**config.mk**
```make
export PLATFORM = sky130hd
export DESIGN_NAME = crf_core
export DESIGN_NICKNAME = d
export VERILOG_FILES = /design/src/crf_pkg.sv /design/src/crf_gpr_if.sv /design/src/crf_gpr_bank.sv /design/src/crf_core.sv
export SDC_FILE = /design/constraint.sdc
export NUM_CORES = 1
export LEC_CHECK = 0
export CAP_MARGIN = 20
export CORE_ASPECT_RATIO = 0.6
export CORE_MARGIN = 2
export CORE_UTILIZATION = 40
export DETAILED_ROUTE_END_ITERATION = 12
export DONT_BUFFER_PORTS = 1
export PLACE_DENSITY_LB_ADDON = 0.12
export SYNTH_ARGS = -nofsm -noshare
export SYNTH_HDL_FRONTEND = slang
export SYNTH_SLANG_ARGS = --single-unit
```
**constraint.sdc**
```tcl
create_clock -name clk_in -period 11.2 [get_ports clk_in]
set_clock_uncertainty 0.15 [all_clocks]
set_input_delay 1.12 -clock clk_in [delete_from_list [all_inputs] [get_ports clk_in]]
set_output_delay 1.12 -clock clk_in [all_outputs]
set_load 0.1 [all_outputs]
```
**src/crf_pkg.sv**
```systemverilog
package crf_pkg;

  localparam int unsigned DATA_W = 32;
  localparam int unsigned PC_W   = 24;
  localparam int unsigned NUM_GP = 8;

  typedef enum logic [1:0] {
    SZ_BYTE = 2'h0,
    SZ_WORD = 2'h1,
    SZ_LONG = 2'h3
  } crf_size_t;

  typedef enum logic [2:0] {
    VW_LONG = 3'h0,
    VW_EXT  = 3'h1,
    VW_WORD = 3'h2,
    VW_HIGH = 3'h3,
    VW_LOW  = 3'h4
  } crf_view_t;

  typedef enum logic [1:0] {
    MD_NORMAL = 2'h0,
    MD_MB1    = 2'h1,
    MD_ADV    = 2'h2
  } crf_mode_t;

  typedef enum logic [4:0] {
    OP_NOP  = 5'h00, OP_ADD  = 5'h01, OP_ADDX = 5'h02,
    OP_SUB  = 5'h03, OP_SUBX = 5'h04, OP_CMP  = 5'h05,
    OP_NEG  = 5'h06, OP_LOGIC = 5'h07, OP_SHL = 5'h08,
    OP_SHR  = 5'h09, OP_ROTL = 5'h0a, OP_ROTR = 5'h0b,
    OP_DAA  = 5'h0c, OP_DAS  = 5'h0d, OP_BLD  = 5'h0e,
    OP_BST  = 5'h0f, OP_BAND = 5'h10, OP_BOR  = 5'h11,
    OP_BXOR = 5'h12, OP_LDF  = 5'h13, OP_STF  = 5'h14,
    OP_ANDF = 5'h15, OP_ORF  = 5'h16, OP_XORF = 5'h17
  } crf_op_t;

  // flag byte layout
  localparam int unsigned FLAG_I  = 7;
  localparam int unsigned FLAG_UI = 6;
  localparam int unsigned FLAG_H  = 5;
  localparam int unsigned FLAG_U  = 4;
  localparam int unsigned FLAG_N  = 3;
  localparam int unsigned FLAG_Z  = 2;
  localparam int unsigned FLAG_V  = 1;
  localparam int unsigned FLAG_C  = 0;
  localparam logic [7:0]  FLAG_RST = 8'h80;

  localparam int unsigned BIT_INV = 3;
  localparam logic [2:0]  SP_IDX  = 3'h7;
  localparam logic [3:0]  LANE_ALL  = 4'hf;
  localparam logic [3:0]  LANE_EXT  = 4'hc;
  localparam logic [3:0]  LANE_WORD = 4'h3;
  localparam logic [3:0]  LANE_HIGH = 4'h2;
  localparam logic [3:0]  LANE_LOW  = 4'h1;

  localparam logic [4:0]  MSB_BYTE = 5'h07;
  localparam logic [4:0]  MSB_WORD = 5'h0f;
  localparam logic [4:0]  MSB_LONG = 5'h1f;
  localparam logic [5:0]  CY_BYTE  = 6'h08;
  localparam logic [5:0]  CY_WORD  = 6'h10;
  localparam logic [5:0]  CY_LONG  = 6'h20;
  localparam logic [5:0]  HC_BYTE  = 6'h04;
  localparam logic [5:0]  HC_WORD  = 6'h0c;
  localparam logic [5:0]  HC_LONG  = 6'h1c;
  localparam logic [31:0] MASK_BYTE  = 32'h000000ff;
  localparam logic [31:0] MASK_WORD  = 32'h0000ffff;
  localparam logic [31:0] MASK_LONG  = 32'hffffffff;
  localparam logic [31:0] HMASK_BYTE = 32'h0000000f;
  localparam logic [31:0] HMASK_WORD = 32'h00000fff;
  localparam logic [31:0] HMASK_LONG = 32'h0fffffff;

  localparam logic [7:0]  DA_HI_LIM = 8'h99;
  localparam logic [3:0]  DA_LO_LIM = 4'h9;
  localparam logic [7:0]  DA_HI_ADJ = 8'h60;
  localparam logic [7:0]  DA_LO_ADJ = 8'h06;

  localparam logic [23:0] PC_STEP    = 24'h000002;
  localparam logic [23:0] ADDR_M16   = 24'h00ffff;
  localparam logic [23:0] ADDR_M20   = 24'h0fffff;
  localparam logic [23:0] ADDR_M24   = 24'hffffff;
  localparam logic [23:0] ALIGN_EVEN = 24'hfffffe;
  localparam logic [31:0] SP_STEP_W  = 32'h00000002;
  localparam logic [31:0] SP_STEP_L  = 32'h00000004;

  // register add/subtract budget, longest time rounds down
  localparam int unsigned ADD_TIME_NS   = 80;
  localparam int unsigned CLK_PERIOD_NS = 4;
  localparam int unsigned ADD_MAX_CYC   = ADD_TIME_NS / CLK_PERIOD_NS;

endpackage : crf_pkg

```
**src/crf_gpr_if.sv**
```systemverilog
`timescale 1ns/1ns
interface crf_gpr_if;
  logic        wr_en;
  logic [2:0]  wr_idx;
  logic [3:0]  wr_lane;
  logic [31:0] wr_data;
  logic [2:0]  rd_idx;
  wire  [31:0] rd_data;
  wire  [31:0] sp_data;

  modport bank (
    input  wr_en, wr_idx, wr_lane, wr_data, rd_idx,
    output rd_data, sp_data
  );
  modport core (
    output wr_en, wr_idx, wr_lane, wr_data, rd_idx,
    input  rd_data, sp_data
  );
endinterface : crf_gpr_if

```
**src/crf_gpr_bank.sv**
```systemverilog
`timescale 1ns/1ns
module crf_gpr_bank
  import crf_pkg::*;
(
  input  wire logic clk_in,
  crf_gpr_if.bank   gif
);

  // one byte-wide array per lane so each view writes its lanes alone
  genvar ln;
  generate
    for (ln = 0; ln < 4; ln++)
    begin : g_lane
      logic [7:0] lane_q [0:NUM_GP-1];
      logic [7:0] rd_q;
      logic [7:0] sp_q;
      wire        hit = gif.wr_en && gif.wr_lane[ln];
      wire  [7:0] wbyte = gif.wr_data[8*ln +: 8];

      // no reset: contents stay undefined until software loads them
      always_ff @(posedge clk_in)
      begin
        if (hit)
          lane_q[gif.wr_idx] <= wbyte;
        rd_q <= lane_q[gif.rd_idx];
      end

      // stack view is write-through so back-to-back pushes chain
      always_ff @(posedge clk_in)
      begin
        if (hit && (gif.wr_idx == SP_IDX))
          sp_q <= wbyte;
        else
          sp_q <= lane_q[SP_IDX];
      end

      assign gif.rd_data[8*ln +: 8] = rd_q;
      assign gif.sp_data[8*ln +: 8] = sp_q;
    end
  endgenerate

endmodule : crf_gpr_bank

```
**src/crf_core.sv**
```systemverilog
`timescale 1ns/1ns
// Functional notes
// - eight alike 32-bit general registers, usable for data or address.
// - each long register splits into extended and lower 16-bit halves.
// - lower half splits into upper and lower bytes, chosen per access.
// - eighth register doubles as stack pointer for calls and exceptions.
// - 24-bit program counter; fetch address always has bit 0 cleared.
// - mask bit 7 blocks interrupts except the non-maskable one.
// - every exception sequence start sets the mask bit.
// - bits 6 and 4 are user bits; bit 6 may also mask interrupts.
// - half carry from bit 3, 11 or 27 for byte, word, long.
// - negative flag copies the result sign bit.
// - zero flag set when result is zero, else cleared.
// - overflow flag set on arithmetic overflow, else cleared.
// - carry flag is add carry, subtract borrow, or shifted-out bit.
// - bit instructions use the carry flag as one-bit accumulator.
// - branches test N Z V C; some ops keep flags; flag ops exist.
// - reset clears PC to 0, sets mask and clears other flags; general registers left undefined.
// - normal mode limits to 64 kbytes, advanced mode reaches 16 Mbytes.
// - 1-Mbyte mode uses 20-bit addresses, dropping the top 4 bits.
// - bit ops pick bit 0 to 7 of a byte; decimal adjust packs BCD.
// - register add or subtract well inside its 20-cycle budget.
// - word and long addresses force bit 0 low without any error.
module crf_core
  import crf_pkg::*;
(
  input  wire logic        clk_in,
  input  wire logic        rst_n_in,
  input  wire logic [1:0]  mode_pin_in,
  input  wire logic        irq_pin_in,
  input  wire logic        nmi_pin_in,
  input  wire logic        ui_mask_en_in,
  input  wire logic        gpr_wr_en_in,
  input  wire logic [2:0]  gpr_wr_idx_in,
  input  crf_view_t        gpr_wr_view_in,
  input  wire logic [31:0] gpr_wr_data_in,
  input  wire logic [2:0]  gpr_rd_idx_in,
  input  crf_view_t        gpr_rd_view_in,
  output logic      [31:0] gpr_rd_data_out,
  input  wire logic        sp_push_in,
  input  wire logic        sp_pop_in,
  input  wire logic        sp_long_in,
  output logic      [31:0] sp_out,
  input  wire logic        pc_vec_load_in,
  input  wire logic        pc_load_in,
  input  wire logic        pc_step_in,
  input  wire logic [23:0] pc_val_in,
  output logic      [23:0] fetch_addr_out,
  input  wire logic [23:0] ea_in,
  input  crf_size_t        ea_size_in,
  output logic      [23:0] ea_out,
  input  wire logic        op_valid_in,
  input  crf_op_t          op_in,
  input  crf_size_t        op_size_in,
  input  wire logic [31:0] opa_in,
  input  wire logic [31:0] opb_in,
  input  wire logic        exc_start_in,
  output logic      [31:0] result_out,
  output logic      [7:0]  flags_out,
  input  wire logic [3:0]  cond_in,
  output logic             cond_true_out,
  output logic             irq_accept_out
);

  crf_gpr_if gif ();

  crf_gpr_bank u_bank (
    .clk_in (clk_in),
    .gif    (gif)
  );

  // pin synchronisers
  logic [1:0] mode_s1_q, mode_s2_q;
  logic       irq_s1_q, irq_s2_q, nmi_s1_q, nmi_s2_q;

  always_ff @(posedge clk_in or negedge rst_n_in)
  begin
    if (!rst_n_in)
    begin
      mode_s1_q <= MD_ADV;
      mode_s2_q <= MD_ADV;
      irq_s1_q  <= 1'b0;
      irq_s2_q  <= 1'b0;
      nmi_s1_q  <= 1'b0;
      nmi_s2_q  <= 1'b0;
    end
    else
    begin
      mode_s1_q <= mode_pin_in;
      mode_s2_q <= mode_s1_q;
      irq_s1_q  <= irq_pin_in;
      irq_s2_q  <= irq_s1_q;
      nmi_s1_q  <= nmi_pin_in;
      nmi_s2_q  <= nmi_s1_q;
    end
  end

  // general register views
  wire       sp_op = sp_push_in | sp_pop_in;
  wire [31:0] wr_ext  = {gpr_wr_data_in[15:0], 16'h0000};
  wire [31:0] wr_high = {16'h0000, gpr_wr_data_in[7:0], 8'h00};
  wire [3:0]  wlane =
    (gpr_wr_view_in == VW_LONG) ? LANE_ALL :
    (gpr_wr_view_in == VW_EXT)  ? LANE_EXT :
    (gpr_wr_view_in == VW_WORD) ? LANE_WORD :
    (gpr_wr_view_in == VW_HIGH) ? LANE_HIGH :
    (gpr_wr_view_in == VW_LOW)  ? LANE_LOW : 4'h0;
  wire [31:0] wdata = (gpr_wr_view_in == VW_EXT)  ? wr_ext :
                      (gpr_wr_view_in == VW_HIGH) ? wr_high :
                      gpr_wr_data_in;

  // stack adjust wins over a plain write in the same cycle
  wire [31:0] sp_amt  = sp_long_in ? SP_STEP_L : SP_STEP_W;
  wire [31:0] sp_next = sp_push_in ? gif.sp_data - sp_amt
                                   : gif.sp_data + sp_amt;
  assign gif.wr_en   = gpr_wr_en_in | sp_op;
  assign gif.wr_idx  = sp_op ? SP_IDX : gpr_wr_idx_in;
  assign gif.wr_lane = sp_op ? LANE_ALL : wlane;
  assign gif.wr_data = sp_op ? sp_next : wdata;
  assign gif.rd_idx  = gpr_rd_idx_in;

  crf_view_t   rd_view_q;
  wire [31:0] rd_view_d =
    (rd_view_q == VW_LONG) ? gif.rd_data :
    (rd_view_q == VW_EXT)  ? {16'h0000, gif.rd_data[31:16]} :
    (rd_view_q == VW_WORD) ? {16'h0000, gif.rd_data[15:0]} :
    (rd_view_q == VW_HIGH) ? {24'h000000, gif.rd_data[15:8]} :
    (rd_view_q == VW_LOW)  ? {24'h000000, gif.rd_data[7:0]} : 32'h00000000;

  // address clipping per mode
  logic [23:0] pc_q;
  wire [23:0] addr_mask = (mode_s2_q == MD_NORMAL) ? ADDR_M16 :
                          (mode_s2_q == MD_MB1)    ? ADDR_M20 :
                                                     ADDR_M24;
  wire [23:0] pc_d = (pc_vec_load_in | pc_load_in) ? pc_val_in :
                     pc_step_in ? pc_q + PC_STEP : pc_q;
  wire [23:0] ea_align = (ea_size_in == SZ_BYTE) ? ADDR_M24
                                                 : ALIGN_EVEN;

  // operand sizing
  wire is_b = (op_size_in == SZ_BYTE);
  wire is_w = (op_size_in == SZ_WORD);
  wire [4:0]  msb_idx = is_b ? MSB_BYTE : is_w ? MSB_WORD : MSB_LONG;
  wire [5:0]  cy_idx  = is_b ? CY_BYTE  : is_w ? CY_WORD  : CY_LONG;
  wire [5:0]  hc_idx  = is_b ? HC_BYTE  : is_w ? HC_WORD  : HC_LONG;
  wire [31:0] smask   = is_b ? MASK_BYTE : is_w ? MASK_WORD : MASK_LONG;
  wire [31:0] hmask   = is_b ? HMASK_BYTE : is_w ? HMASK_WORD : HMASK_LONG;
  wire [31:0] a_m = opa_in & smask;
  wire [31:0] b_m = opb_in & smask;

  logic [7:0] flags_q;
  wire is_sub = (op_in == OP_SUB) | (op_in == OP_SUBX) |
                (op_in == OP_CMP) | (op_in == OP_NEG);
  wire cin = ((op_in == OP_ADDX) | (op_in == OP_SUBX)) & flags_q[FLAG_C];
  wire [31:0] x_src = (op_in == OP_NEG) ? 32'h00000000 : a_m;
  wire [31:0] y_src = (op_in == OP_NEG) ? a_m : b_m;
  wire [32:0] sum_w = is_sub ? {1'b0, x_src} - {1'b0, y_src} - {32'h0, cin}
                             : {1'b0, x_src} + {1'b0, y_src} + {32'h0, cin};
  wire [32:0] hsum  = is_sub ? {1'b0, x_src & hmask} - {1'b0, y_src & hmask}
                               - {32'h0, cin}
                             : {1'b0, x_src & hmask} + {1'b0, y_src & hmask}
                               + {32'h0, cin};
  wire [31:0] ar_res = sum_w[31:0] & smask;
  wire xs = x_src[msb_idx];
  wire ys = y_src[msb_idx];
  wire rs = ar_res[msb_idx];
  wire ovf = is_sub ? ((xs != ys) && (rs != xs))
                    : ((xs == ys) && (rs != xs));

  // shifts and rotates by one place
  wire [31:0] shl_res  = (a_m << 1) & smask;
  wire [31:0] shr_res  = a_m >> 1;
  wire [31:0] rotl_res = ((a_m << 1) | {31'h0, a_m[msb_idx]}) & smask;
  wire [31:0] rotr_res = (a_m >> 1) | ({31'h0, a_m[0]} << msb_idx);

  // packed bcd correction on the low byte
  wire [7:0] abyte = opa_in[7:0];
  wire da_hi = flags_q[FLAG_C] | (abyte > DA_HI_LIM);
  wire da_lo = flags_q[FLAG_H] | (abyte[3:0] > DA_LO_LIM);
  wire [7:0] daa_cor = (da_hi ? DA_HI_ADJ : 8'h00) |
                       (da_lo ? DA_LO_ADJ : 8'h00);
  wire [7:0] das_cor = (flags_q[FLAG_C] ? DA_HI_ADJ : 8'h00) |
                       (flags_q[FLAG_H] ? DA_LO_ADJ : 8'h00);
  wire [7:0] daa_res = abyte + daa_cor;
  wire [7:0] das_res = abyte - das_cor;

  // bit n of a byte operand, bit 3 of the selector inverts it
  wire [2:0] bit_n = opb_in[2:0];
  wire       b_inv = opb_in[BIT_INV];
  wire       bit_v = abyte[bit_n] ^ b_inv;
  wire [7:0] bst_res = (abyte & ~(8'h01 << bit_n)) |
                       ({7'h00, flags_q[FLAG_C] ^ b_inv} << bit_n);

  logic [7:0]  flag_d;
  logic [31:0] res_d;

  always_comb
  begin
    flag_d = flags_q;
    res_d  = result_out;
    if (op_valid_in)
    begin
      case (op_in)
        OP_ADD, OP_ADDX, OP_SUB, OP_SUBX, OP_CMP, OP_NEG:
        begin
          res_d          = ar_res;
          flag_d[FLAG_H] = hsum[hc_idx];
          flag_d[FLAG_N] = rs;
          flag_d[FLAG_Z] = (ar_res == 32'h00000000);
          flag_d[FLAG_V] = ovf;
          flag_d[FLAG_C] = sum_w[cy_idx];
        end
        OP_LOGIC, OP_SHL, OP_SHR, OP_ROTL, OP_ROTR:
        begin
          case (op_in)
            OP_SHL:  res_d = shl_res;
            OP_SHR:  res_d = shr_res;
            OP_ROTL: res_d = rotl_res;
            OP_ROTR: res_d = rotr_res;
            default: res_d = a_m;
          endcase
          flag_d[FLAG_N] = res_d[msb_idx];
          flag_d[FLAG_Z] = (res_d == 32'h00000000);
          flag_d[FLAG_V] = 1'b0;
          if (op_in == OP_SHL || op_in == OP_ROTL)
            flag_d[FLAG_C] = a_m[msb_idx];
          else if (op_in != OP_LOGIC)
            flag_d[FLAG_C] = a_m[0];
        end
        OP_DAA, OP_DAS:
        begin
          res_d = {24'h000000, (op_in == OP_DAA) ? daa_res : das_res};
          flag_d[FLAG_N] = res_d[MSB_BYTE];
          flag_d[FLAG_Z] = (res_d == 32'h00000000);
          if (op_in == OP_DAA)
            flag_d[FLAG_C] = da_hi;
        end
        OP_BLD:  flag_d[FLAG_C] = bit_v;
        OP_BAND: flag_d[FLAG_C] = flags_q[FLAG_C] & bit_v;
        OP_BOR:  flag_d[FLAG_C] = flags_q[FLAG_C] | bit_v;
        OP_BXOR: flag_d[FLAG_C] = flags_q[FLAG_C] ^ bit_v;
        OP_BST:  res_d = {24'h000000, bst_res};
        OP_LDF:  flag_d = opb_in[7:0];
        OP_ANDF: flag_d = flags_q & opb_in[7:0];
        OP_ORF:  flag_d = flags_q | opb_in[7:0];
        OP_XORF: flag_d = flags_q ^ opb_in[7:0];
        OP_STF:  res_d = {24'h000000, flags_q};
        default: flag_d = flags_q;
      endcase
    end
    // exception entry outranks any flag write in the same cycle
    if (exc_start_in)
      flag_d[FLAG_I] = 1'b1;
  end

  // branch conditions over N Z V C
  wire  f_n = flags_q[FLAG_N];
  wire  f_z = flags_q[FLAG_Z];
  wire  f_v = flags_q[FLAG_V];
  wire  f_c = flags_q[FLAG_C];
  // one bit per condition code, the code picks its own bit
  wire [15:0] cond_vec = {f_z | (f_n ^ f_v), ~(f_z | (f_n ^ f_v)),
                          f_n ^ f_v, ~(f_n ^ f_v), f_n, ~f_n, f_v, ~f_v,
                          f_z, ~f_z, f_c, ~f_c, f_c | f_z, ~(f_c | f_z),
                          1'b0, 1'b1};
  wire        cond_d   = cond_vec[cond_in];

  // user bit doubles as a second mask only when enabled
  wire irq_acc_d = nmi_s2_q |
                   (irq_s2_q & ~flags_q[FLAG_I] &
                    ~(ui_mask_en_in & flags_q[FLAG_UI]));

  always_ff @(posedge clk_in or negedge rst_n_in)
  begin
    if (!rst_n_in)
    begin
      flags_q        <= FLAG_RST;
      pc_q           <= 24'h000000;
      fetch_addr_out <= 24'h000000;
      ea_out         <= 24'h000000;
      result_out     <= 32'h00000000;
      cond_true_out  <= 1'b0;
      irq_accept_out <= 1'b0;
    end
    else
    begin
      flags_q        <= flag_d;
      pc_q           <= pc_d;
      fetch_addr_out <= pc_d & addr_mask & ALIGN_EVEN;
      ea_out         <= ea_in & addr_mask & ea_align;
      result_out     <= res_d;   // one cycle
      cond_true_out  <= cond_d;
      irq_accept_out <= irq_acc_d;
    end
  end

  always_ff @(posedge clk_in or negedge rst_n_in)
  begin
    if (!rst_n_in)
    begin
      rd_view_q       <= VW_LONG;
      gpr_rd_data_out <= 32'h00000000;
      sp_out          <= 32'h00000000;
    end
    else
    begin
      rd_view_q       <= gpr_rd_view_in;
      gpr_rd_data_out <= rd_view_d;
      sp_out          <= gif.sp_data;
    end
  end

  assign flags_out = flags_q;

  wire arith_op = op_valid_in && !exc_start_in &&
                  (op_in inside {OP_ADD, OP_ADDX, OP_SUB,
                                 OP_SUBX, OP_CMP, OP_NEG});
endmodule : crf_core

```
==> impl_metrics.json, run 1 <==
{
  "status": "finished, final reports clean",
  "synth_top_area_share_pct": 27.0,
  "initialDrtViolationCount": 2558,
  "num_io_pins": 339,
  "nFillCells": 6579,
  "drive_gt1_share_pct": 8.90,
  "grt_usage_pct": 24.8,
  "reg2reg_from": "flags_out[0]$_DFFE_PN0P_",
  "worstMarginPinSlew_ns": 1.13,
  "dieArea_um2": 73300,
  "rows": 75,
  "area_growth_pct": 8.54,
  "p_leak_nw": 12.6,
  "worst-path-buf-inv": 2,
  "cp.arrival_ns": 6.79,
  "clk_pin_slew_ns": 0.07,
  "numPortBuffers": 0,
  "cts_tree": "yes",
  "setup_tns_ns": 0,
  "cts_root_buf": "clkbuf_16",
  "cp.depth": 18,
  "finalSetupViolCount": 0,
  "routabilityCongestion": 0.942,
  "cts_resized": 0,
  "maxCapViolations": 0,
  "p_per_area_nw_per_um2": 210,
  "htreeDepth": 2,
  "cts_setup_buffers": 0,
  "clk_latency_ns": 0.61,
  "finalCritPeriodShare_pct": 57.8,
  "route.detailed.drc": 0,
  "ctsHoldBuffers": 0,
  "crit_path_frequent_cell": "o21ai_0",
  "dr_total_vias": 21916,
  "syn-cell-area_um2": 28400,
  "dp_hpwl_mm": 70.5,
  "ys_seq_elements": 460,
  "drt_wl_total_mm": 93.6,
  "first_pass_iters": 5,
  "slew_headroom_pct": 24.7,
  "antenna_found_initial": 6,
  "final_antenna_net_count": 0,
  "hold_viol_final": 0,
  "synth_top_cell_by_area": "edfxtp_1",
  "crit_family": "compound AO/OA/AOI/OAI gates",
  "synthArstFlopShare_pct": 37.4,
  "grt_pass1_wl_mm": 136,
  "synth-seq-area-share_pct": 44.5,
  "grt_pass1_vias": 20242,
  "grt_overflow": 0,
  "clk_path_buf_depth": 3,
  "start_util_pct": 40.5,
  "cts.sinks": 460,
  "post_synth_num_cell_types": 83,
  "start_kind": "input port",
  "critical-path-slowest-cell": "a221oi_1",
  "synth_area_per_cell_um2": 10.2,
  "detail_route.wl_per_cell_um": 25.4,
  "cpPeakStageDelay_ns": 0.59,
  "r2r_cells": 13,
  "crit_start": "op_in[0]",
  "setup.worst_path.end_class": "flop",
  "die_h_um": 210,
  "core_um2": 70100,
  "synth_edf_count": 256,
  "cts_buffers": 47,
  "synth_ff_type": "edfxtp_1",
  "nets": 3126,
  "crit_chain": "nor2b_1 -> and3_1 -> buf_4 -> nand2_1 -> o21ai_0 -> inv_1 -> fa_1 -> nand2b_1 -> a211oi_1 -> o211ai_1 -> o21ai_0 -> a31oi_1 -> and2_1 -> o21ai_0 -> a211oi_1 -> a221oi_1 -> o221ai_1 -> o21a_1",
  "syn_inst": 2785,
  "crit_fanout": 55,
  "min_period_ns": 6.47,
  "worst_ir_drop_vdd_mv": 0.129,
  "synth-warning-count": 0,
  "timing.hold.ws_ns": 0.0693,
  "synth_area_leaders": "edfxtp_1 27%, dfrtp_1 15%, ha_1 9.7%, mux4_2 5.3%, a21oi_1 4.0%",
  "slew_viol_final": 0,
  "viasPerCell": 5.96,
  "die_width_um": 348,
  "max_freq_mhz": 155,
  "min_path_type": "in -> async",
  "grt_max_degree": 173,
  "rsz0062_at_grt": "false",
  "syn-num-nets": 3196,
  "required_ns": 11.52,
  "crit_type": "in -> reg"
}
==> cell usage in the layout (no fill, tap or decap), types with 8 or more instances in the layout <==
cell	instances
or3_1	12
and2_1	37
o21ai_0	131
a22o_1	9
xor2_1	52
a21oi_1	226
buf_4	31
a211oi_1	44
a31oi_1	36
o21a_1	22
dfxtp_1	32
nor4_1	10
a221oi_1	17
and3_1	51
o22ai_1	17
edfxtp_1	256
clkbuf_16	48
ha_1	221
nand3_1	60
or2_2	10
o221ai_1	10
a21o_1	39
dfrtp_1	169
xnor2_1	54
o21bai_1	14
and4_1	8
nor2b_1	42
nand2_1	254
o211ai_1	24
mux2_2	34
mux4_2	67
nor2_1	201
o31ai_1	8
nor3_1	33
mux2i_1	58
nand4_1	33
inv_1	198
nand2b_1	24
==> logic make-up after synthesis <==
kind of cell,Yosys count,share of synthesized area [%]
multiplexers,159,8.70
buffers and inverters,351,4.87
AO/OA/AOI/OAI,681,15.2
other,1,0.0132
flip-flops,460,44.5
AND/OR/NAND/NOR,800,13.4
adder cells (fa/ha/maj),227,10.1
XOR/XNOR,106,3.27
==> per-layer routing <==
| metal | share of wire (%) | wire length [µm] | GRT usage, % |
|---|---|---|---|
| met2 | 38 | 35200 | 31.8 |
| met4 | 1.4 | 1310 | 3.97 |
| met1 | 50 | 46600 | 40.4 |
| met3 | 11 | 10500 | 7.17 |
| met5 | 0.014 | 13 | 0 |
==> flip-flops by register name (all words and copies together) (netlist names), 2 cells and up <==
signal and count:
gpr_rd_data_out 32, u_bank.g_lane.lane_q 256, fetch_addr_out 23, pc_q 8, mode_s2_q 2, u_bank.g_lane.rd_q 32, result_out 32, ea_out 24
mode_s1_q 2, sp_out 32, flags_out 8, rd_view_q 3
==> cell type report <==
cell class	instances	area [µm²]	area share [%]
Antenna cell	2	5.00	0.0162
Clock buffer	58	1270	4.12
Clock inverter	30	365	1.18
Inverter	201	754	2.45
Multi-Input combinational cell	1974	14400	46.8
Sequential cell	460	12600	41.0
Tap cell	924	1160	3.75
Timing Repair Buffer	31	233	0.754
==> cell usage after synthesis, types with 32 or more instances <==
cell,count
nand4_1,33
mux4_2,67
inv_1,198
o21ai_0,131
nand3_1,61
nor2_1,203
nor3_1,34
and2_1,38
mux2_2,34
nor2b_1,42
edfxtp_1,256
and3_1,51
dfrtp_1,169
clkbuf_1,110
a21oi_1,228
a21o_1,39
ha_1,221
a31oi_1,36
xor2_1,52
xnor2_1,54
dfxtp_1,32
mux2i_1,58
nand2_1,254
a211oi_1,45
==> worst register-to-register path: stages, from the launching register on <==
cell and delay, ns:
dfrtp_1 0.38, nand4_1 0.15, fa_1 0.46, nand2b_1 0.19
a211oi_1 0.53, o211ai_1 0.38, o21ai_0 0.53, a31oi_1 0.31
and2_1 0.26, o21ai_0 0.37, a211oi_1 0.15, a221oi_1 0.59
o221ai_1 0.24, o21a_1 0.15
==> stage by stage <==
step	cells	cell area, µm²	utilization [%]	power [mW]	worst slack (ns)
finish	3680	30900	44.0	6.47	4.73
global route	3678	30800	44.0	6.77	4.48
detailed placement	3590	29200	41.7	4.80	4.37
CTS	3678	30800	44.0	6.49	4.98
global placement	3590	29200	41.7	4.77	4.38
floorplan	2785	28400	-	4.29	5.21
==> power breakdown <==
group / leakage, nW / total (mW) / switching (mW) / internal (mW)
combinational: 7.15 / 1.63 / 1.04 / 0.586
clock: 0.790 / 1.67 / 0.710 / 0.957
sequential: 4.70 / 3.18 / 0.985 / 2.19
total: 12.6 / 6.47 / 2.74 / 3.74
==> worst paths after layout <==
check                                                     end  slack (ns)
worst max-delay path               result_out[29]$_DFFE_PN0P_        4.73
worst min-delay path            fetch_addr_out[4]$_DFFE_PN0P_        0.07
worst max register to register     result_out[29]$_DFFE_PN0P_        6.24
worst min register to register             nmi_s2_q$_DFF_PN0_        0.20
max in group asynchronous                sp_out[22]$_DFF_PN0_       10.54
min in group clk_in                        nmi_s2_q$_DFF_PN0_        0.20
(Power assumes the default switching activity.)
==> inputs of run 2 (changes only) <==
==> constraint.sdc (replaced) <==
create_clock -name clk_in -period 6.2 [get_ports clk_in]
set_clock_uncertainty 0.15 [all_clocks]
set_input_delay 0.62 -clock clk_in [delete_from_list [all_inputs] [get_ports clk_in]]
set_output_delay 0.62 -clock clk_in [all_outputs]
set_load 0.1 [all_outputs]
==> run 2 against run 1 <==
Combinational power rose by 85%. Count of clock-buffer cells in the layout rose by 1. Final cell count rose by 1.8%. Register-to-register slack got worse by 4.9 ns. First-iteration DRC count fell by 12%. Sequential power rose by 81%. Sequential share of layout area fell by 0.98 points. Worst hold slack got worse by 0.031 ns. Non-clock buffer count rose by 67. Final area rose by 2.5%. Wire length rose by 1.5%. Critical path type unchanged. Largest power group unchanged.
==> impl_metrics.json, run 2 (synthesized netlist as in run 1, its figures left out) <==
{
  "status": "finished, final reports clean",
  "crit_path_frequent_cell": "ha_1",
  "htreeDepth": 2,
  "place_inst": 3599,
  "area_growth_pct": 11.2,
  "cpPeakStageDelay_ns": 0.49,
  "initialDrtViolationCount": 2250,
  "slew_headroom_pct": 17.0,
  "min_path_type": "in -> reg",
  "p_per_area_nw_per_um2": 378,
  "min_period_ns": 5.57,
  "cts.sinks": 460,
  "cts_root_buf": "clkbuf_16",
  "required_ns": 6.53,
  "clk_path_buf_depth": 3,
  "dp_slack_ns": 0.267,
  "slew_viol_final": 0,
  "start_kind": "input port",
  "final_antenna_net_count": 0,
  "cts_buffers": 47,
  "dieArea_um2": 73300,
  "largest_reg_flops": 256,
  "clk_latency_ns": 0.62,
  "first_pass_iters": 6,
  "rsz0062_at_grt": "false",
  "numPortBuffers": 0,
  "grt_max_degree": 173,
  "rows": 75,
  "dr_total_vias": 22167,
  "die_width_um": 348,
  "worst_ir_drop_vdd_mv": 0.221,
  "p_leak_nw": 13.0,
  "fin_cells": 3748,
  "cts_resized": 0,
  "cts_setup_buffers": 0,
  "cts_tree": "yes",
  "grt_overflow": 0,
  "cp.arrival_ns": 5.90,
  "start_util_pct": 40.5,
  "finalSetupViolCount": 0,
  "crit_chain": "nor2b_1 -> nand3_2 -> mux2i_1 -> inv_1 -> ha_1 -> ha_1 -> and4_1 -> nand2_1 -> a211o_1 -> a211oi_2 -> o2111ai_1 -> and3_1 -> o2111a_1 -> a211oi_1 -> buf_4 -> o21ai_0 -> a221oi_1 -> a21oi_1",
  "grt_pass1_wl_mm": 138,
  "nets": 3193,
  "power_mw": 11.9,
  "nFillCells": 6547,
  "hold_viol_final": 0,
  "drt_wl_total_mm": 95.0,
  "mostFrequentLayoutCell": "edfxtp_1",
  "clk_pin_slew_ns": 0.06,
  "crit_type": "in -> reg",
  "worstMarginPinSlew_ns": 1.25,
  "timing.hold.ws_ns": 0.0382,
  "viasPerCell": 5.91,
  "ctsHoldBuffers": 57,
  "detail_route.wl_per_cell_um": 25.3,
  "worstHoldStart": "gpr_rd_idx_in[2]",
  "num_io_pins": 339,
  "antenna_found_initial": 4,
  "reg2reg_from": "flags_out[0]$_DFFE_PN0P_",
  "route.detailed.drc": 0,
  "final_cell_mix": "256 x edfxtp_1, 254 x nand2_1, 226 x a21oi_1, 221 x ha_1, 201 x nor2_1",
  "max_freq_mhz": 180,
  "maxCapViolations": 0,
  "crit_family": "compound AO/OA/AOI/OAI gates",
  "grt_pass1_vias": 20846,
  "setup_tns_ns": 0,
  "setup.worst_path.end_class": "flop",
  "worst-path-buf-inv": 2,
  "die_h_um": 210,
  "setup_slack_ns": 0.633,
  "core_um2": 70100,
  "grt_usage_pct": 25.2,
  "largest-register": "u_bank.g_lane.lane_q",
  "crit_start": "op_in[0]",
  "finalCritPeriodShare_pct": 89.8,
  "drive_gt1_share_pct": 9.25,
  "routabilityCongestion": 0.912,
  "crit_fanout": 55,
  "critical-path-slowest-cell": "a211oi_2",
  "dp_hpwl_mm": 71.2
}
## run 2: cell count changes in the layout (fill, tap and decap cells not counted), sizes merged, moves of 2 or more
cell / delta
dlygate4sd3: +56
buf: +11
clkinvlp: -5
bufinv: +3
clkinv: +2
## run 2: worst paths after layout
| path | end | slack, ns | cells past startpoint |
|---|---|---|---|
| worst max register to register | flags_out[2]$_DFFE_PN0P_ | 1.36 | 16 |
| worst min-delay path | u_bank.g_lane[0].rd_q[1]$_DFF_P_ | 0.04 | 1 |
| max in group asynchronous | result_out[30]$_DFFE_PN0P_ | 4.47 | 2 |
| worst min register to register | irq_s2_q$_DFF_PN0_ | 0.20 | 0 |
| worst max-delay path | flags_out[3]$_DFFE_PN0P_ | 0.63 | 18 |
| min in group asynchronous | mode_s1_q[0]$_DFF_PN0_ | 0.60 | 2 |
## run 2: power breakdown
group	internal [mW]	leakage (nW)	switching, mW
registers	3.96	4.70	1.81
clock network	1.86	0.849	1.29
logic	1.09	7.45	1.92
total	6.91	13.0	5.02
## run 2: routing by layer
layer  vias up  share of wire [%]  routed length, µm  global-route usage, %
li1      10164                  -                  -                      -
met3       105                 12              10900                   8.69
met1     10880                 49              46600                   39.9
met5         -              0.028                 27                      0
met4         4                1.8               1680                   5.30
met2      1014                 38              35700                   32.3
## run 2: area by class of cell
| cell class | instances | area, µm² | area share (%) |
|---|---|---|---|
| clock buffers | 59 | 1270 | 4.03 |
| clock inverters | 29 | 442 | 1.40 |
| flip-flops and latches | 460 | 12600 | 40.0 |
| inverters | 201 | 754 | 2.39 |
| well taps | 924 | 1160 | 3.66 |
| diodes | 3 | 7.51 | 0.0238 |
| repair buffers | 98 | 906 | 2.87 |
| multi-input cells | 1974 | 14400 | 45.7 |
## run 2: stage by stage
stage	instance area (µm²)	utilization [%]
finish	31600	45.1
global route	31600	45.1
CTS	31600	45.1
detailed placement	29300	41.8
global placement	29300	41.8
floorplan	28400	-
==> inputs of run 3 (changes only) <==
--- a/config.mk
+++ b/config.mk
@@ -12,6 +12,9 @@
 export DETAILED_ROUTE_END_ITERATION = 12
 export DONT_BUFFER_PORTS = 1
 export PLACE_DENSITY_LB_ADDON = 0.12
+export SKIP_CTS_REPAIR_TIMING = 1
+export SLEW_MARGIN = 20
 export SYNTH_ARGS = -nofsm -noshare
 export SYNTH_HDL_FRONTEND = slang
+export SYNTH_HIERARCHICAL = 1
 export SYNTH_SLANG_ARGS = --single-unit
==> run 3 against run 2 <==
Final cell count rose by 2.4%. Sequential share of layout area fell by 0.50 points. Register-to-register slack got worse by 0.11 ns. Wire length rose by 0.70%. Die area rose by 2.6%. Critical path depth rose by 2. First-iteration DRC count rose by 9.5%. Largest power group unchanged. Via count rose by 0.99%. Sequential power fell by 8.5%. Final area rose by 1.3%. Non-clock buffer count fell by 21. Power fell by 8.6%. Highest routed layer unchanged.
==> impl_metrics.json, run 3 <==
{
  "setup.worst_path.end_class": "flop",
  "min_period_ns": 5.47,
  "route.detailed.drc": 0,
  "synth_top_cell_by_area": "edfxtp_1",
  "die_h_um": 213,
  "syn-num-nets": 3264,
  "clk_latency_ns": 0.60,
  "synth_ff_type": "edfxtp_1",
  "detail_route.wl_per_cell_um": 24.9,
  "grt_pass1_vias": 20841,
  "status": "finished, final reports clean",
  "setup_slack_ns": 0.731,
  "dieArea_um2": 75200,
  "critical-path-slowest-cell": "o21ai_0",
  "comb_power_share_pct": 25.2,
  "largest_reg_flops": 256,
  "place_inst": 3711,
  "initialDrtViolationCount": 2463,
  "dr_total_vias": 22386,
  "worstMarginPinSlew_ns": 1.16,
  "maxCapViolations": 0,
  "final_antenna_net_count": 0,
  "synth_area_leaders": "edfxtp_1 26%, dfrtp_1 14%, ha_1 9.5%, a21oi_1 4.5%, mux4_1 3.6%",
  "syn_inst": 2853,
  "p_per_area_nw_per_um2": 341,
  "synth_edf_count": 256,
  "cpPeakStageDelay_ns": 0.53,
  "cp.arrival_ns": 5.74,
  "area_growth_pct": 9.74,
  "mostFrequentLayoutCell": "a21oi_1",
  "clk_path_buf_depth": 3,
  "fin_cells": 3838,
  "numPortBuffers": 0,
  "synthArstFlopShare_pct": 37.4,
  "grt_overflow": 0,
  "max_freq_mhz": 183,
  "setup_tns_ns": 0,
  "p_sw_mw": 4.46,
  "p_int_mw": 6.45,
  "synth_most_common_cell": "a21oi_1",
  "drt_wl_total_mm": 95.6,
  "cts_buffers": 46,
  "first_pass_iters": 5,
  "start_util_pct": 40.5,
  "hold_viol_final": 0,
  "crit_family": "compound AO/OA/AOI/OAI gates",
  "slew_headroom_pct": 22.7,
  "dp_hpwl_mm": 72.8,
  "crit_chain": "and2b_1 -> and3_1 -> nand2_1 -> o21ai_0 -> fa_1 -> inv_1 -> fa_1 -> nand2b_1 -> a21oi_1 -> o21bai_1 -> a21o_1 -> a21oi_1 -> o21ai_0 -> a21oi_1 -> nor3_1 -> o21ai_0 -> buf_4 -> mux2_2 -> nand2_1 -> a31oi_1",
  "num_io_pins": 339,
  "finalCritPeriodShare_pct": 88.2,
  "cts_tree": "yes",
  "grt_usage_pct": 24.8,
  "min_path_type": "in -> reg",
  "drive_gt1_share_pct": 7.87,
  "synth_common_cells": "260 x a21oi_1, 256 x edfxtp_1, 251 x nand2_1, 223 x nor2_1, 221 x ha_1",
  "synth-seq-area-share_pct": 43.3,
  "netSwitchingFraction_pct": 40.9,
  "rows": 76,
  "cts_root_buf": "clkbuf_16",
  "worst-path-buf-inv": 2,
  "die_width_um": 353,
  "finalSetupViolCount": 0,
  "antenna_found_initial": 6,
  "htreeDepth": 2,
  "start_kind": "input port",
  "slew_viol_final": 0,
  "syn-cell-area_um2": 29200,
  "dp_slack_ns": 0.390,
  "crit_fanout": 61,
  "viasPerCell": 5.83,
  "synth_top_area_share_pct": 26.4,
  "final_cell_mix": "259 x a21oi_1, 256 x edfxtp_1, 251 x nand2_1, 221 x nor2_1, 221 x ha_1",
  "routabilityCongestion": 0.923,
  "crit_type": "in -> reg",
  "clkPwrFrac_pct": 26.5,
  "synth-warning-count": 6,
  "synth_area_per_cell_um2": 10.2,
  "grt_max_degree": 173,
  "worst_ir_drop_vdd_mv": 0.239,
  "post_synth_num_cell_types": 105,
  "required_ns": 6.48,
  "core_um2": 72000,
  "ys_seq_elements": 460,
  "p_leak_nw": 13.1,
  "largest-register": "u_bank/g_lane.lane_q",
  "cts.sinks": 460,
  "rsz0062_at_grt": "false",
  "grt_pass1_wl_mm": 140,
  "nets": 3233,
  "clk_pin_slew_ns": 0.07,
  "seq_power_share_pct": 48.3
}
run 3: cell types whose count changed in the layout (fill, tap and decap cells not counted), moves of 16 or more:
cell,delta
nor2_1,+20
mux4_1,+40
mux4_2,-41
dlygate4sd3_1,-19
a31oi_1,-19
a21oi_1,+33
xnor2_1,+16
nor3b_1,+18
run 3: area by class of cell:
type                    count  area (µm²)
clock inverters            29         340
flip-flops and latches    460       12600
diodes                      3        7.51
fillers                  6804       40000
repair buffers             77         716
inverters                 212         796
multi-input cells        2025       15100
clock buffers              57        1230
well taps                 975        1220
run 3: path summary, 6_finish.rpt:
check | start | to | slack (ns) | cells after the start
worst max-delay path | op_in[0] | flags_out[5]$_DFFE_PN0P_ | 0.73 | 20
worst min-delay path | op_valid_in | flags_out[7]$_DFFE_PN1P_ | 0.04 | 1
worst max register to register | flags_out[0]$_DFFE_PN0P_ | flags_out[5]$_DFFE_PN0P_ | 1.25 | 18
worst min register to register | mode_s1_q[0]$_DFF_PN0_ | mode_s2_q[0]$_DFF_PN0_ | 0.20 | 0
max in group asynchronous | rst_n_in | result_out[13]$_DFFE_PN0P_ | 4.56 | 2
min in group asynchronous | rst_n_in | fetch_addr_out[13]$_DFFE_PN0P_ | 0.64 | 2
run 3: logic make-up after synthesis:
kind of cell / after synthesis / synth area share [%]
AO/OA/AOI/OAI: 699 / 15.5
AND/OR/NAND/NOR: 828 / 13.8
XOR/XNOR: 113 / 3.39
adder cells (fa/ha/maj): 227 / 9.86
multiplexers: 157 / 8.89
buffers and inverters: 368 / 5.22
other: 1 / 0.0129
flip-flops: 460 / 43.3
run 3: power groups by stage:
stage               registers, mW  clock network, mW  logic, mW
finish                       5.27               2.90       2.75
global route                 5.30               3.12       3.03
CTS                          5.27               2.98       2.67
detailed placement           5.34                  0       2.65
global placement             5.33                  0       2.60
floorplan                    5.15                  0       1.97
run 3: per-layer routing:
metal	GRT usage [%]	share of wire [%]
met1	38.6	49
met5	0	0.021
met3	7.53	9.9
met4	5.78	2.0
met2	32.8	39
run 3: metrics by stage:
stage	util (%)	area [µm²]	hold WS, ns	total power [mW]
after detailed placement	41.7	30000	0.179	7.98
after global routing	44.5	32000	0.00560	11.5
after floorplan	-	29200	0.174	7.11
after global placement	41.7	30000	0.179	7.92
final	44.5	32000	0.0386	10.9
after CTS	43.9	31600	-0.483	10.9
